<file path="config.mk">
export PLATFORM = sky130hd
export DESIGN_NAME = mflr_top
export DESIGN_NICKNAME = d
export VERILOG_FILES = /design/src/verilog/mflr_pkg.sv /design/src/verilog/mflr_event_if.sv /design/src/verilog/mflr_diag.sv /design/src/verilog/mflr_history.sv /design/src/verilog/mflr_top.sv
export SDC_FILE = /design/constraint.sdc
export NUM_CORES = 1
export LEC_CHECK = 0
export ABC_AREA = 1
export CORE_AREA = 2 2 327 329
export DETAILED_ROUTE_END_ITERATION = 12
export DIE_AREA = 0 0 329 331
export DONT_BUFFER_PORTS = 1
export HOLD_SLACK_MARGIN = 0.1
export PLACE_DENSITY_LB_ADDON = 0.05
export SLEW_MARGIN = 25
export SYNTH_ARGS = -nofsm -noshare
export SYNTH_HDL_FRONTEND = slang
export SYNTH_SLANG_ARGS = --single-unit
</file>
<file path="constraint.sdc">
create_clock -name core_clk -period 6.1 [get_ports core_clk]
set_input_delay 0 -clock core_clk [delete_from_list [all_inputs] [get_ports core_clk]]
set_output_delay 0 -clock core_clk [all_outputs]
set_load 0.05 [all_outputs]
</file>
<file path="src/verilog/mflr_pkg.sv">
// Shared constants and types for the motor fault latch and report block
package mflr_pkg;
	localparam int NUM_CODES = 16;
	localparam int CODE_W = 4;
	localparam int HIST_DEPTH = 16;
	localparam int TIME_W = 32;
	localparam int CLK_HZ = 25_000_000;
	localparam int TICKS_PER_SEC = CLK_HZ;
	localparam logic [CODE_W-1:0] CODE_THERMAL_TRIP = 4'h0;
	localparam logic [CODE_W-1:0] CODE_PHASE_LOSS = 4'h1;
	localparam logic [CODE_W-1:0] CODE_IMBALANCE = 4'h2;
	localparam logic [CODE_W-1:0] CODE_LOCKED_ROTOR = 4'h3;
	localparam logic [CODE_W-1:0] CODE_THERMAL_WARN = 4'h4;
	localparam logic [CODE_W-1:0] CODE_THERMISTOR_HOT = 4'h5;
	localparam logic [CODE_W-1:0] CODE_THERMISTOR_WIRE = 4'h6;
	localparam logic [CODE_W-1:0] CODE_CHECKBACK = 4'h7;
	localparam logic [CODE_W-1:0] CODE_LOW_CUR_TRIP = 4'h8;
	localparam logic [CODE_W-1:0] CODE_LOW_CUR_WARN = 4'h9;
	localparam logic [CODE_W-1:0] CODE_HIGH_CUR_TRIP = 4'ha;
	localparam logic [CODE_W-1:0] CODE_HIGH_CUR_WARN = 4'hb;
	localparam logic [CODE_W-1:0] CODE_EARTH_TRIP = 4'hc;
	localparam logic [CODE_W-1:0] CODE_EARTH_WARN = 4'hd;
	localparam logic [CODE_W-1:0] CODE_SELFTEST = 4'he;
	localparam logic [CODE_W-1:0] CODE_ACTUATOR = 4'hf;
	// Protection trips, plus high current warning code 11, that auto acknowledge may clear
	localparam logic [NUM_CODES-1:0] PROT_MASK = 16'h1d2f;
	// Fault output config field values
	localparam logic [1:0] FOUT_OFF = 2'h0;
	localparam logic [1:0] FOUT_RELAY = 2'h1;
	localparam logic [1:0] FOUT_LAMP = 2'h2;
	localparam logic [1:0] FOUT_BOTH = 2'h3;
	typedef struct packed {
		logic [CODE_W-1:0]  code;
		logic [TIME_W-1:0]  stamp;
	} mflr_entry_t;
endpackage

</file>
<file path="src/verilog/mflr_event_if.sv">
// New fault event carried from the latch core to history and diagnosis logic
`timescale 1ns/10ps
interface mflr_event_if;
	logic                        valid;
	logic [mflr_pkg::CODE_W-1:0] code;
	logic [mflr_pkg::TIME_W-1:0] stamp;
	modport source (output valid, output code, output stamp);
	modport sink   (input valid, input code, input stamp);
endinterface

</file>
<file path="src/verilog/mflr_diag.sv">
// Diagnosis telegram launcher: one request per new fault, held until taken or replaced by a newer fault
`timescale 1ns/10ps
module mflr_diag (
	input  wire logic                        core_clk,
	input  wire logic                        reset_n,
	mflr_event_if.sink                       evt,
	input  wire logic                        diag_supported,
	input  wire logic                        diag_ready,
	output logic                             diag_valid,
	output logic [mflr_pkg::CODE_W-1:0]      diag_code,
	output logic [mflr_pkg::TIME_W-1:0]      diag_stamp
);
	typedef struct packed {
		logic                        valid;
		logic [mflr_pkg::CODE_W-1:0] code;
		logic [mflr_pkg::TIME_W-1:0] stamp;
	} mflr_diag_t;
	mflr_diag_t s_q;
	mflr_diag_t s_d;
	always_comb begin
		s_d = s_q;
		if (s_q.valid && diag_ready)
			s_d.valid = 1'b0;
		// A newer fault replaces an unsent one; the newest detail matters most
		if (evt.valid && diag_supported) begin
			s_d.valid = 1'b1;
			s_d.code = evt.code;
			s_d.stamp = evt.stamp;
		end
	end
	always_ff @(posedge core_clk or negedge reset_n) begin
		if (!reset_n)
			s_q <= '0;
		else
			s_q <= s_d;
	end
	assign diag_valid = s_q.valid;
	assign diag_code = s_q.code;
	assign diag_stamp = s_q.stamp;
	diag_issue_a: assert property (@(posedge core_clk) disable iff (!reset_n)
		evt.valid && diag_supported |=> diag_valid && diag_code == $past(evt.code))
		else $error("diagnosis not issued");
	diag_hold_a: assert property (@(posedge core_clk) disable iff (!reset_n)
		diag_valid && !diag_ready && !evt.valid |=> diag_valid)
		else $error("diagnosis dropped before taken");
endmodule

</file>
<file path="src/verilog/mflr_history.sv">
// Volatile ring of the most recent fault codes with time stamps
`timescale 1ns/10ps
module mflr_history #(
	parameter int DEPTH = mflr_pkg::HIST_DEPTH
) (
	input  wire logic                        core_clk,
	input  wire logic                        reset_n,
	mflr_event_if.sink                       evt,
	input  wire logic [3:0]                  rd_index,
	output logic [mflr_pkg::CODE_W-1:0]      rd_code,
	output logic [mflr_pkg::TIME_W-1:0]      rd_stamp,
	output logic                             rd_valid,
	output logic [4:0]                       count
);
	typedef struct packed {
		mflr_pkg::mflr_entry_t [DEPTH-1:0] mem;
		logic [DEPTH-1:0]                  used;
		logic [3:0]                        wr_ptr;
		logic [4:0]                        cnt;
	} mflr_hist_t;
	mflr_hist_t s_q;
	mflr_hist_t s_d;
	logic [3:0] slot;
	always_comb begin
		s_d = s_q;
		if (evt.valid) begin
			// Wraps onto the oldest entry once full
			s_d.mem[s_q.wr_ptr] = '{code: evt.code, stamp: evt.stamp};
			s_d.used[s_q.wr_ptr] = 1'b1;
			s_d.wr_ptr = s_q.wr_ptr + 4'h1;
			if (s_q.cnt != 5'(DEPTH))
				s_d.cnt = s_q.cnt + 5'h1;
		end
	end
	// Reset empties the history; nothing survives power loss
	always_ff @(posedge core_clk or negedge reset_n) begin
		if (!reset_n)
			s_q <= '0;
		else
			s_q <= s_d;
	end
	// Index 0 is the newest entry
	assign slot = s_q.wr_ptr - 4'h1 - rd_index;
	assign rd_code = s_q.mem[slot].code;
	assign rd_stamp = s_q.mem[slot].stamp;
	assign rd_valid = s_q.used[slot] && (5'(rd_index) < s_q.cnt);
	assign count = s_q.cnt;
	hist_cap_a: assert property (@(posedge core_clk) disable iff (!reset_n)
		s_q.cnt <= 5'(DEPTH)) else $error("history count above depth");
	hist_grow_a: assert property (@(posedge core_clk) disable iff (!reset_n)
		evt.valid && s_q.cnt < 5'(DEPTH) |=> s_q.cnt == $past(s_q.cnt) + 5'h1)
		else $error("history did not grow");
	hist_wrap_c: cover property (@(posedge core_clk) disable iff (!reset_n)
		evt.valid && s_q.cnt == 5'(DEPTH));
endmodule

</file>
<file path="src/verilog/mflr_top.sv">
// Motor fault latch, acknowledge, history and reporting
// Behaviour
// - A detected fault stays latched until a fault reset acknowledges it.
// - Without auto acknowledge, trips need panel, fieldbus or input acknowledge.
// - With auto acknowledge, trips clear themselves once their condition is gone.
// - History keeps the last 16 faults with seconds since power on.
// - History is volatile and empty after power up.
// - Relay and lamp outputs signal summary fault per fault output setting.
// - Red LED lights on a fault and stays until acknowledged.
// - Fieldbus fault flag is one while any fault is present.
// - Each new fault issues a diagnosis telegram when the bus supports it.
// - Thermal trip is code 0, thermal warning level is code 4.
// - Phase current below phase loss threshold is code 1.
// - One phase below imbalance threshold is code 2.
// - Locked rotor is code 3.
// - Thermistor overtemperature is code 5.
// - Code 6 sums thermistor wiring faults, code 7 sums check-back errors.
// - Low current trip is code 8, low current warning code 9.
// - High current trip is code 10, high current warning code 11.
// - Earth fault trip is code 12, earth fault warning code 13.
// - Internal self-test failure is code 14.
// - Actuator open or close time exceeded is code 15.
`timescale 1ns/10ps
module mflr_top #(
	parameter int TICKS_PER_SEC = mflr_pkg::TICKS_PER_SEC
) (
	input  wire logic                        core_clk,
	input  wire logic                        reset_n,
	input  wire logic                        thermal_trip,
	input  wire logic                        thermal_warn,
	input  wire logic                        phase_loss,
	input  wire logic                        phase_imbalance,
	input  wire logic                        locked_rotor,
	input  wire logic                        thermistor_input,
	input  wire logic [1:0]                  thermistor_wiring_fault,
	input  wire logic [2:0]                  checkback_fault,
	input  wire logic                        low_current_trip,
	input  wire logic                        low_current_warn,
	input  wire logic                        high_current_trip,
	input  wire logic                        high_current_warn,
	input  wire logic                        earth_fault_trip,
	input  wire logic                        earth_fault_warn,
	input  wire logic                        selftest_fail,
	input  wire logic                        actuator_timeout,
	input  wire logic                        auto_ack_en,
	input  wire logic [1:0]                  fault_output_cfg,
	input  wire logic                        panel_ack,
	input  wire logic                        fieldbus_ack,
	input  wire logic [2:0]                  multifunction_inputs,
	input  wire logic [2:0]                  multifunction_ack_en,
	input  wire logic                        diag_supported,
	input  wire logic                        diag_ready,
	input  wire logic [3:0]                  hist_index,
	output logic [mflr_pkg::NUM_CODES-1:0]   fault_latched,
	output logic                             fault_present,
	output logic                             fieldbus_fault_flag,
	output logic                             red_led,
	output logic                             summary_fault_relay_output,
	output logic                             summary_fault_lamp_output,
	output logic                             diag_valid,
	output logic [mflr_pkg::CODE_W-1:0]      diag_code,
	output logic [mflr_pkg::TIME_W-1:0]      diag_stamp,
	output logic [mflr_pkg::CODE_W-1:0]      hist_code,
	output logic [mflr_pkg::TIME_W-1:0]      hist_stamp,
	output logic                             hist_valid,
	output logic [4:0]                       hist_count,
	output logic [mflr_pkg::TIME_W-1:0]      seconds_since_power_on
);
	localparam int NC = mflr_pkg::NUM_CODES;
	localparam int PIN_W = 24;

	// Every register of this top module lives in this one struct; history and diagnosis keep their own
	typedef struct packed {
		logic [PIN_W-1:0]                  sync1;
		logic [PIN_W-1:0]                  sync2;
		logic [NC-1:0]                     cond;
		logic [NC-1:0]                     latched;
		logic [NC-1:0]                     pending;
		logic                              ack_prev;
		logic [31:0]                       tick;
		logic [mflr_pkg::TIME_W-1:0]       secs;
		logic                              evt_valid;
		logic [mflr_pkg::CODE_W-1:0]       evt_code;
		logic [mflr_pkg::TIME_W-1:0]       evt_stamp;
		logic                              relay;
		logic                              lamp;
		logic                              led;
	} mflr_state_t;

	mflr_state_t s_q;
	mflr_state_t s_d;
	logic [PIN_W-1:0] pins;
	logic [NC-1:0]    raw;
	logic [2:0]       mf_s;
	logic             ack_lvl;
	logic             ack_pulse;
	logic [NC-1:0]    rising;

	mflr_event_if evt_bus ();

	// Lowest code first, so simultaneous faults report in code order
	function automatic logic [mflr_pkg::CODE_W-1:0] mflr_first(input logic [NC-1:0] v);
		logic [mflr_pkg::CODE_W-1:0] r;
		r = '0;
		for (int i = NC - 1; i >= 0; i--) begin
			if (v[i]) begin
				r = mflr_pkg::CODE_W'(i);
			end
		end
		return r;
	endfunction

	assign pins = {
		multifunction_inputs,
		panel_ack,
		fieldbus_ack,
		actuator_timeout,
		selftest_fail,
		earth_fault_warn,
		earth_fault_trip,
		high_current_warn,
		high_current_trip,
		low_current_warn,
		low_current_trip,
		checkback_fault,
		thermistor_wiring_fault,
		thermistor_input,
		thermal_warn,
		locked_rotor,
		phase_imbalance,
		phase_loss,
		thermal_trip
	};

	// Map synchronised conditions onto their fault codes
	always_comb begin
		raw = '0;
		raw[mflr_pkg::CODE_THERMAL_TRIP] = s_q.sync2[0];
		raw[mflr_pkg::CODE_PHASE_LOSS] = s_q.sync2[1];
		raw[mflr_pkg::CODE_IMBALANCE] = s_q.sync2[2];
		raw[mflr_pkg::CODE_LOCKED_ROTOR] = s_q.sync2[3];
		raw[mflr_pkg::CODE_THERMAL_WARN] = s_q.sync2[4];
		raw[mflr_pkg::CODE_THERMISTOR_HOT] = s_q.sync2[5];
		raw[mflr_pkg::CODE_THERMISTOR_WIRE] = |s_q.sync2[7:6];
		raw[mflr_pkg::CODE_CHECKBACK] = |s_q.sync2[10:8];
		raw[mflr_pkg::CODE_LOW_CUR_TRIP] = s_q.sync2[11];
		raw[mflr_pkg::CODE_LOW_CUR_WARN] = s_q.sync2[12];
		raw[mflr_pkg::CODE_HIGH_CUR_TRIP] = s_q.sync2[13];
		raw[mflr_pkg::CODE_HIGH_CUR_WARN] = s_q.sync2[14];
		raw[mflr_pkg::CODE_EARTH_TRIP] = s_q.sync2[15];
		raw[mflr_pkg::CODE_EARTH_WARN] = s_q.sync2[16];
		raw[mflr_pkg::CODE_SELFTEST] = s_q.sync2[17];
		raw[mflr_pkg::CODE_ACTUATOR] = s_q.sync2[18];
	end

	assign mf_s = s_q.sync2[PIN_W-1:PIN_W-3];
	// Any acknowledge source acts on its rising edge only, so a held button clears once
	assign ack_lvl = s_q.sync2[20] | s_q.sync2[19] | (|(mf_s & multifunction_ack_en));
	assign ack_pulse = ack_lvl & ~s_q.ack_prev;
	assign rising = raw & ~s_q.cond;

	always_comb begin
		s_d = s_q;
		// Two flops per pin; only the second one feeds the fault map
		s_d.sync1 = pins;
		s_d.sync2 = s_q.sync1;
		s_d.cond = raw;
		s_d.ack_prev = ack_lvl;
		// Seconds since power on restart from zero on every reset
		if (s_q.tick == 32'(TICKS_PER_SEC - 1)) begin
			s_d.tick = '0;
			s_d.secs = s_q.secs + 32'h0000_0001;
		end else begin
			s_d.tick = s_q.tick + 32'h0000_0001;
		end
		// Manual acknowledge clears only faults whose cause is gone
		if (ack_pulse) begin
			s_d.latched = s_q.latched & raw;
		end
		// Auto acknowledge clears protection trips once their cause is gone
		if (auto_ack_en) begin
			s_d.latched = s_d.latched & ~(mflr_pkg::PROT_MASK & ~raw);
		end
		// Set wins over clear in the same cycle
		s_d.latched = s_d.latched | raw;
		// Causes that rose but are not yet logged wait here
		s_d.pending = (s_q.pending & ~(s_q.evt_valid ? (16'h0001 << s_q.evt_code) : 16'h0000)) | rising;
		s_d.evt_valid = 1'b0;
		if (s_d.pending != '0) begin
			// One history entry per cycle; a burst drains in code order
			s_d.evt_valid = !s_q.evt_valid || (s_d.pending != (16'h0001 << s_q.evt_code));
			s_d.evt_code = mflr_first(s_q.evt_valid ? (s_d.pending & ~(16'h0001 << s_q.evt_code))
				: s_d.pending);
			s_d.evt_stamp = s_q.secs;
		end
		s_d.led = |s_d.latched;
		unique case (fault_output_cfg)
			mflr_pkg::FOUT_OFF: begin
				s_d.relay = 1'b0;
				s_d.lamp = 1'b0;
			end
			mflr_pkg::FOUT_RELAY: begin
				s_d.relay = |s_d.latched;
				s_d.lamp = 1'b0;
			end
			mflr_pkg::FOUT_LAMP: begin
				s_d.relay = 1'b0;
				s_d.lamp = |s_d.latched;
			end
			mflr_pkg::FOUT_BOTH: begin
				s_d.relay = |s_d.latched;
				s_d.lamp = |s_d.latched;
			end
		endcase
	end

	// Reset empties the latches and the seconds count
	always_ff @(posedge core_clk or negedge reset_n) begin
		if (!reset_n) begin
			s_q <= '0;
		end else begin
			s_q <= s_d;
		end
	end

	// Event leaves on a register so both listeners see the same cycle
	assign evt_bus.valid = s_q.evt_valid;
	assign evt_bus.code = s_q.evt_code;
	assign evt_bus.stamp = s_q.evt_stamp;

	// History and diagnosis listen to the same one-cycle event
	mflr_history u_hist (
		.core_clk (core_clk),
		.reset_n  (reset_n),
		.evt      (evt_bus.sink),
		.rd_index (hist_index),
		.rd_code  (hist_code),
		.rd_stamp (hist_stamp),
		.rd_valid (hist_valid),
		.count    (hist_count)
	);

	mflr_diag u_diag (
		.core_clk       (core_clk),
		.reset_n        (reset_n),
		.evt            (evt_bus.sink),
		.diag_supported (diag_supported),
		.diag_ready     (diag_ready),
		.diag_valid     (diag_valid),
		.diag_code      (diag_code),
		.diag_stamp     (diag_stamp)
	);

	// The summary bit toward the bus master mirrors any latched fault
	assign fault_latched = s_q.latched;
	assign fault_present = |s_q.latched;
	assign fieldbus_fault_flag = |s_q.latched;
	assign red_led = s_q.led;
	assign summary_fault_relay_output = s_q.relay;
	assign summary_fault_lamp_output = s_q.lamp;
	assign seconds_since_power_on = s_q.secs;

	// Clear paths, watched on trip code 0; the set path on locked rotor code 3
	latch_hold_a: assert property (@(posedge core_clk) disable iff (!reset_n)
		$past(s_q.latched[0]) && !s_q.latched[0] |-> !$past(raw[0]) && ($past(ack_pulse) || $past(auto_ack_en)))
		else $error("latched fault cleared without acknowledge");

	latch_set_a: assert property (@(posedge core_clk) disable iff (!reset_n)
		raw[mflr_pkg::CODE_LOCKED_ROTOR] |=> fault_latched[mflr_pkg::CODE_LOCKED_ROTOR])
		else $error("locked rotor not latched as code 3");

	manual_only_a: assert property (@(posedge core_clk) disable iff (!reset_n)
		!auto_ack_en && !ack_pulse && s_q.latched[0] |=> s_q.latched[0])
		else $error("trip cleared without manual acknowledge");

	auto_clear_a: assert property (@(posedge core_clk) disable iff (!reset_n)
		auto_ack_en && s_q.latched[0] && !raw[0] |=> !s_q.latched[0])
		else $error("auto acknowledge did not clear trip");

	led_follow_a: assert property (@(posedge core_clk) disable iff (!reset_n)
		raw != '0 |-> ##1 red_led ##0 fieldbus_fault_flag)
		else $error("led or fault flag missing on fault");

	flag_match_a: assert property (@(posedge core_clk) disable iff (!reset_n)
		$past(raw) != '0 |-> fieldbus_fault_flag)
		else $error("fault flag missing after fault");

	relay_cfg_a: assert property (@(posedge core_clk) disable iff (!reset_n)
		fault_output_cfg == mflr_pkg::FOUT_OFF |=> !summary_fault_relay_output && !summary_fault_lamp_output)
		else $error("summary output active while disabled");

	// Pin to code mapping through the two synchroniser flops; phase loss is checked from rising to the event code
	sync_path_a: assert property (@(posedge core_clk) disable iff (!reset_n)
		thermal_trip [*3] |-> ##2 fault_latched[mflr_pkg::CODE_THERMAL_TRIP])
		else $error("thermal trip not latched as code 0");

	event_code_a: assert property (@(posedge core_clk) disable iff (!reset_n)
		rising == 16'h0002 && s_q.pending == '0 && !s_q.evt_valid |=> evt_bus.valid && evt_bus.code == 4'h1)
		else $error("phase loss event not code 1");

	imbalance_code_a: assert property (@(posedge core_clk) disable iff (!reset_n)
		phase_imbalance [*3] |-> ##2 fault_latched[mflr_pkg::CODE_IMBALANCE])
		else $error("imbalance not latched as code 2");

	hot_code_a: assert property (@(posedge core_clk) disable iff (!reset_n)
		thermistor_input [*3] |-> ##2 fault_latched[mflr_pkg::CODE_THERMISTOR_HOT])
		else $error("thermistor overtemperature not code 5");

	wiring_code_a: assert property (@(posedge core_clk) disable iff (!reset_n)
		(thermistor_wiring_fault != 2'h0) [*3] |-> ##2 fault_latched[mflr_pkg::CODE_THERMISTOR_WIRE])
		else $error("thermistor wiring fault not code 6");

	checkback_code_a: assert property (@(posedge core_clk) disable iff (!reset_n)
		(checkback_fault != 3'h0) [*3] |-> ##2 fault_latched[mflr_pkg::CODE_CHECKBACK])
		else $error("check-back error not code 7");

	low_trip_code_a: assert property (@(posedge core_clk) disable iff (!reset_n)
		low_current_trip [*3] |-> ##2 fault_latched[mflr_pkg::CODE_LOW_CUR_TRIP])
		else $error("low current trip not code 8");

	high_trip_code_a: assert property (@(posedge core_clk) disable iff (!reset_n)
		high_current_trip [*3] |-> ##2 fault_latched[mflr_pkg::CODE_HIGH_CUR_TRIP])
		else $error("high current trip not code 10");

	earth_trip_code_a: assert property (@(posedge core_clk) disable iff (!reset_n)
		earth_fault_trip [*3] |-> ##2 fault_latched[mflr_pkg::CODE_EARTH_TRIP])
		else $error("earth fault trip not code 12");

	selftest_code_a: assert property (@(posedge core_clk) disable iff (!reset_n)
		selftest_fail [*3] |-> ##2 fault_latched[mflr_pkg::CODE_SELFTEST])
		else $error("self-test failure not code 14");

	actuator_code_a: assert property (@(posedge core_clk) disable iff (!reset_n)
		actuator_timeout [*3] |-> ##2 fault_latched[mflr_pkg::CODE_ACTUATOR])
		else $error("actuator timeout not code 15");

	// Main scenarios the bench should reach
	ack_c: cover property (@(posedge core_clk) disable iff (!reset_n) ack_pulse && fault_present);
	diag_c: cover property (@(posedge core_clk) disable iff (!reset_n) diag_valid && diag_ready);
	auto_c: cover property (@(posedge core_clk) disable iff (!reset_n) auto_ack_en && $fell(fault_present));
	multi_c: cover property (@(posedge core_clk) disable iff (!reset_n) $countones(rising) > 1);
endmodule
</file>
==> metrics.cfg <==
[run_status]
outcome=completed

[worst_setup_path]
rrSetupSlack_ns=2.54
reg2reg_from=evt_bus.code[2]
critical_path.slowest_cell=o21ai_1
cp.required_ns=6.10
crit_path_frequent_cell=a21oi_1
cp_cell_sequence=ha_4 -> inv_8 -> buf_4 -> o21ai_0 -> a21oi_1 -> a21oi_1 -> o21ai_1
critPathKind=reg -> out
path_max_fanout=157
startpoint_type=flip-flop
rr_endpoint=evt_bus.code[1]
cpPeakStageDelay_ns=0.85
r2r_cells=11
end_kind=output pin
crit_arrival_ns=4.47

[synth]
seq_area_frac_synth=0.5716
yosysWarnings=0
synth_cell_types=51
synth_top_family_by_area=compound AO/OA/AOI/OAI gates
synth-simple-area-share=0.1411
syn_area_per_cell_um2=8.855
ys.flop_type=dfrtp_1
synthArstFlopShare=1.000
synth-seq-cells=839
synth.net_count=4217
synth_compound_area_frac=0.1932
synthAdderAreaFrac=0.01076
synthXorXnorAreaFrac=0.01168
muxShareOfSynthArea=0.0008176
synthCells=4148
syn_area_um2=36730
synth_edf_count=0

[cts]
numCtsBuffers=97
cts_buffer_depth=3
cts_tree=yes
cts_htree_levels=3
clk_pin_slew_ns=0.06
clk_latency_ns=0.67
cts.sinks=839
cts-root-buf=clkbuf_16

[min_path]
worstHoldPathCells=4
worst_hold_path_type=in -> reg
hold_end=fault_latched[5]
hp-start=auto_ack_en

[timing]
post-route-min-period_ns=4.469
setup_viol=0
slew-limit-headroom=0.2692
finalCritPeriodShare=0.7326
drv_slew=0
worst_pin_slew_ns=1.089
finalSetupTns_ns=0
whs_ns=0.2843
layout_setup_ws_ns=1.631
rsz0062_at_grt=no
clock.fmax_ghz=0.2238
skew_ns=0.01513
hold_viol=0

[route]
wire_per_inst_um=21.40
dr.first_iter.drc_count=2181
vias_per_cell=5.138
drt-total-wl_um=117000
vias=28100
firstDrtPassIters=5
drc=0
drtAntennaViolNets=0

[layout]
multiInputGateArea_um2=13410
synthToLayoutAreaGrowth_pct=12.59
nFillCells=10650
layout-drive-gt1-share=0.06575
regArea_um2=21000
final_nets=4068
final_util=0.3940

[power]
irDropWorstVdd_mv=0.2374
power_density_nw_per_um2=320.0
power_leakage_uw=0.01797

[die]
io_pins=170
die_h_um=331
initial_core_util=0.3499
die_area_um2=108900
die_x_um=329
std_cell_rows=119
coreArea_um2=105000

[global_routing]
grt_pass1_vias=27520
grt_start_max_net_pins=840
grt_pass1_wl_um=178400
antenna_found_initial=1
gr-total-overflow=0
grt_util_all_layers=0.2146

[placed_design]
place_ws_ns=2.320
gp_congestion=0.7761
dpl.hpwl_um=64340
port_buffers=0

[job]
maxCapViolCount=0

-- cell usage in the layout, fill, tap and decap left out, drive strengths merged, types with 12 or more instances in the layout --
| master | count |
|---|---|
| o21ai | 988 |
| dfrtp | 839 |
| nand2 | 772 |
| nor2 | 324 |
| inv | 274 |
| a21oi | 216 |
| clkbuf | 152 |
| nand3 | 85 |
| o221ai | 72 |
| dlygate4sd3 | 65 |
| buf | 39 |
| xor2 | 37 |
| o22ai | 36 |
| ha | 30 |
| nor3 | 29 |
| nand4 | 27 |
| nor4 | 19 |
| clkinv | 18 |
| xnor2 | 12 |
-- metrics by stage --
step                power [uW]  cells  instance area, um^2
floorplan                 7127   4148                36730
global placement          7523   5219                37330
detailed placement        7538   5219                37390
CTS                      13300   5458                41070
global route             13850   5467                41350
finish                   13230   5469                41350
-- cell usage after synthesis (4+ instances only) --
library cell | n | area (um^2)
nor3_1 | 23 | 115.1
dfrtp_1 | 839 | 21000
nor2_1 | 310 | 1164
o221ai_1 | 72 | 630.6
ha_1 | 30 | 375.4
xor2_1 | 37 | 324.1
o21ai_2 | 4 | 35.03
xnor2_1 | 12 | 105.1
buf_4 | 56 | 420.4
inv_1 | 260 | 975.9
o211ai_1 | 6 | 45.04
o21ai_1 | 38 | 190.2
nor2_2 | 12 | 75.07
nand3_1 | 80 | 400.4
nand3_2 | 5 | 50.05
o22ai_1 | 36 | 225.2
a31oi_1 | 10 | 62.56
nor4_1 | 18 | 112.6
a21oi_1 | 215 | 1076
buf_6 | 5 | 56.30
buf_2 | 12 | 60.06
or2_2 | 4 | 25.02
nand4_1 | 26 | 162.7
o21ai_0 | 946 | 4735
buf_1 | 19 | 71.32
clkbuf_1 | 260 | 975.9
o21a_1 | 4 | 30.03
nand2_1 | 770 | 2890
inv_2 | 5 | 18.77
-- cells by family after synthesis --
logic type,Yosys count
adder cells (fa/ha/maj),31
buffers and inverters,622
AO/OA/AOI/OAI,1339
flip-flops,839
multiplexers,3
XOR/XNOR,49
AND/OR/NAND/NOR,1265
-- critical path, delay by kind of cell (launching register included) --
kind	cells	cell delay, ns
buffers and inverters	2	1.34
AO/OA/AOI/OAI	4	1.30
adder cells (fa/ha/maj)	1	0.45
flip-flops	1	0.47
-- layout make-up --
class	count	area share
timing repair buffer	104	0.02711
inverter	270	0.02493
sequential	839	0.5077
clock buffer	152	0.06853
tap	1391	0.04209
clock inverter	24	0.005204
antenna	2	0.0001210
multi-input combinational	2687	0.3243
-- power breakdown --
group / internal, uW / leakage (uW) / total (uW) / switching [uW]
Clock: 3270 / 0.00150 / 5650 / 2390
Combinational: 410 / 0.00524 / 1500 / 1090
Sequential: 5800 / 0.0112 / 6080 / 282
-- sequential cells by signal (all words and copies together), names as in the netlist --
signal / count
u_hist.s_q: 596
s_q: 72
evt_bus.stamp: 32
seconds_since_power_on: 32
u_diag.diag_stamp: 32
s_d: 24
fault_latched: 16
raw: 14
u_hist.count: 5
evt_bus.code: 4
u_diag.diag_code: 4
mf_s: 3
evt_bus.valid: 1
red_led: 1
summary_fault_lamp_output: 1
summary_fault_relay_output: 1
u_diag.diag_valid: 1
-- timing repair --
action / in CTS / in global routing
resized for setup: 0 / 0
hold buffers: 63 / 4
hold endpoints to repair: 895 / 356
setup buffers: 0 / 0
-- how the worst max path moves through the flow --
stage / start / to / slack [ns] / cells past startpoint
2_1_floorplan: u_hist.s_q[5] / hist_stamp[5] / 2.87 / 9
3_3_place_gp: u_hist.s_q[5] / hist_stamp[12] / 2.31 / 7
3_5_place_dp: u_hist.s_q[5] / hist_stamp[24] / 2.32 / 8
4_1_cts: u_hist.s_q[5] / hist_stamp[24] / 1.55 / 8
5_1_grt: u_hist.s_q[5] / hist_stamp[3] / 1.39 / 7
6_report: u_hist.s_q[5] / hist_stamp[2] / 1.63 / 7
-- per-layer routing --
layer  share of wire  GRT usage  up-vias
li1                -          -    13540
met4           0.016    0.05013        0
met2            0.45     0.3349      528
met5               0          0        -
met3           0.051    0.03984      109
met1            0.48     0.3089    13930
Note: power is estimated with default switching activity, not from simulation.
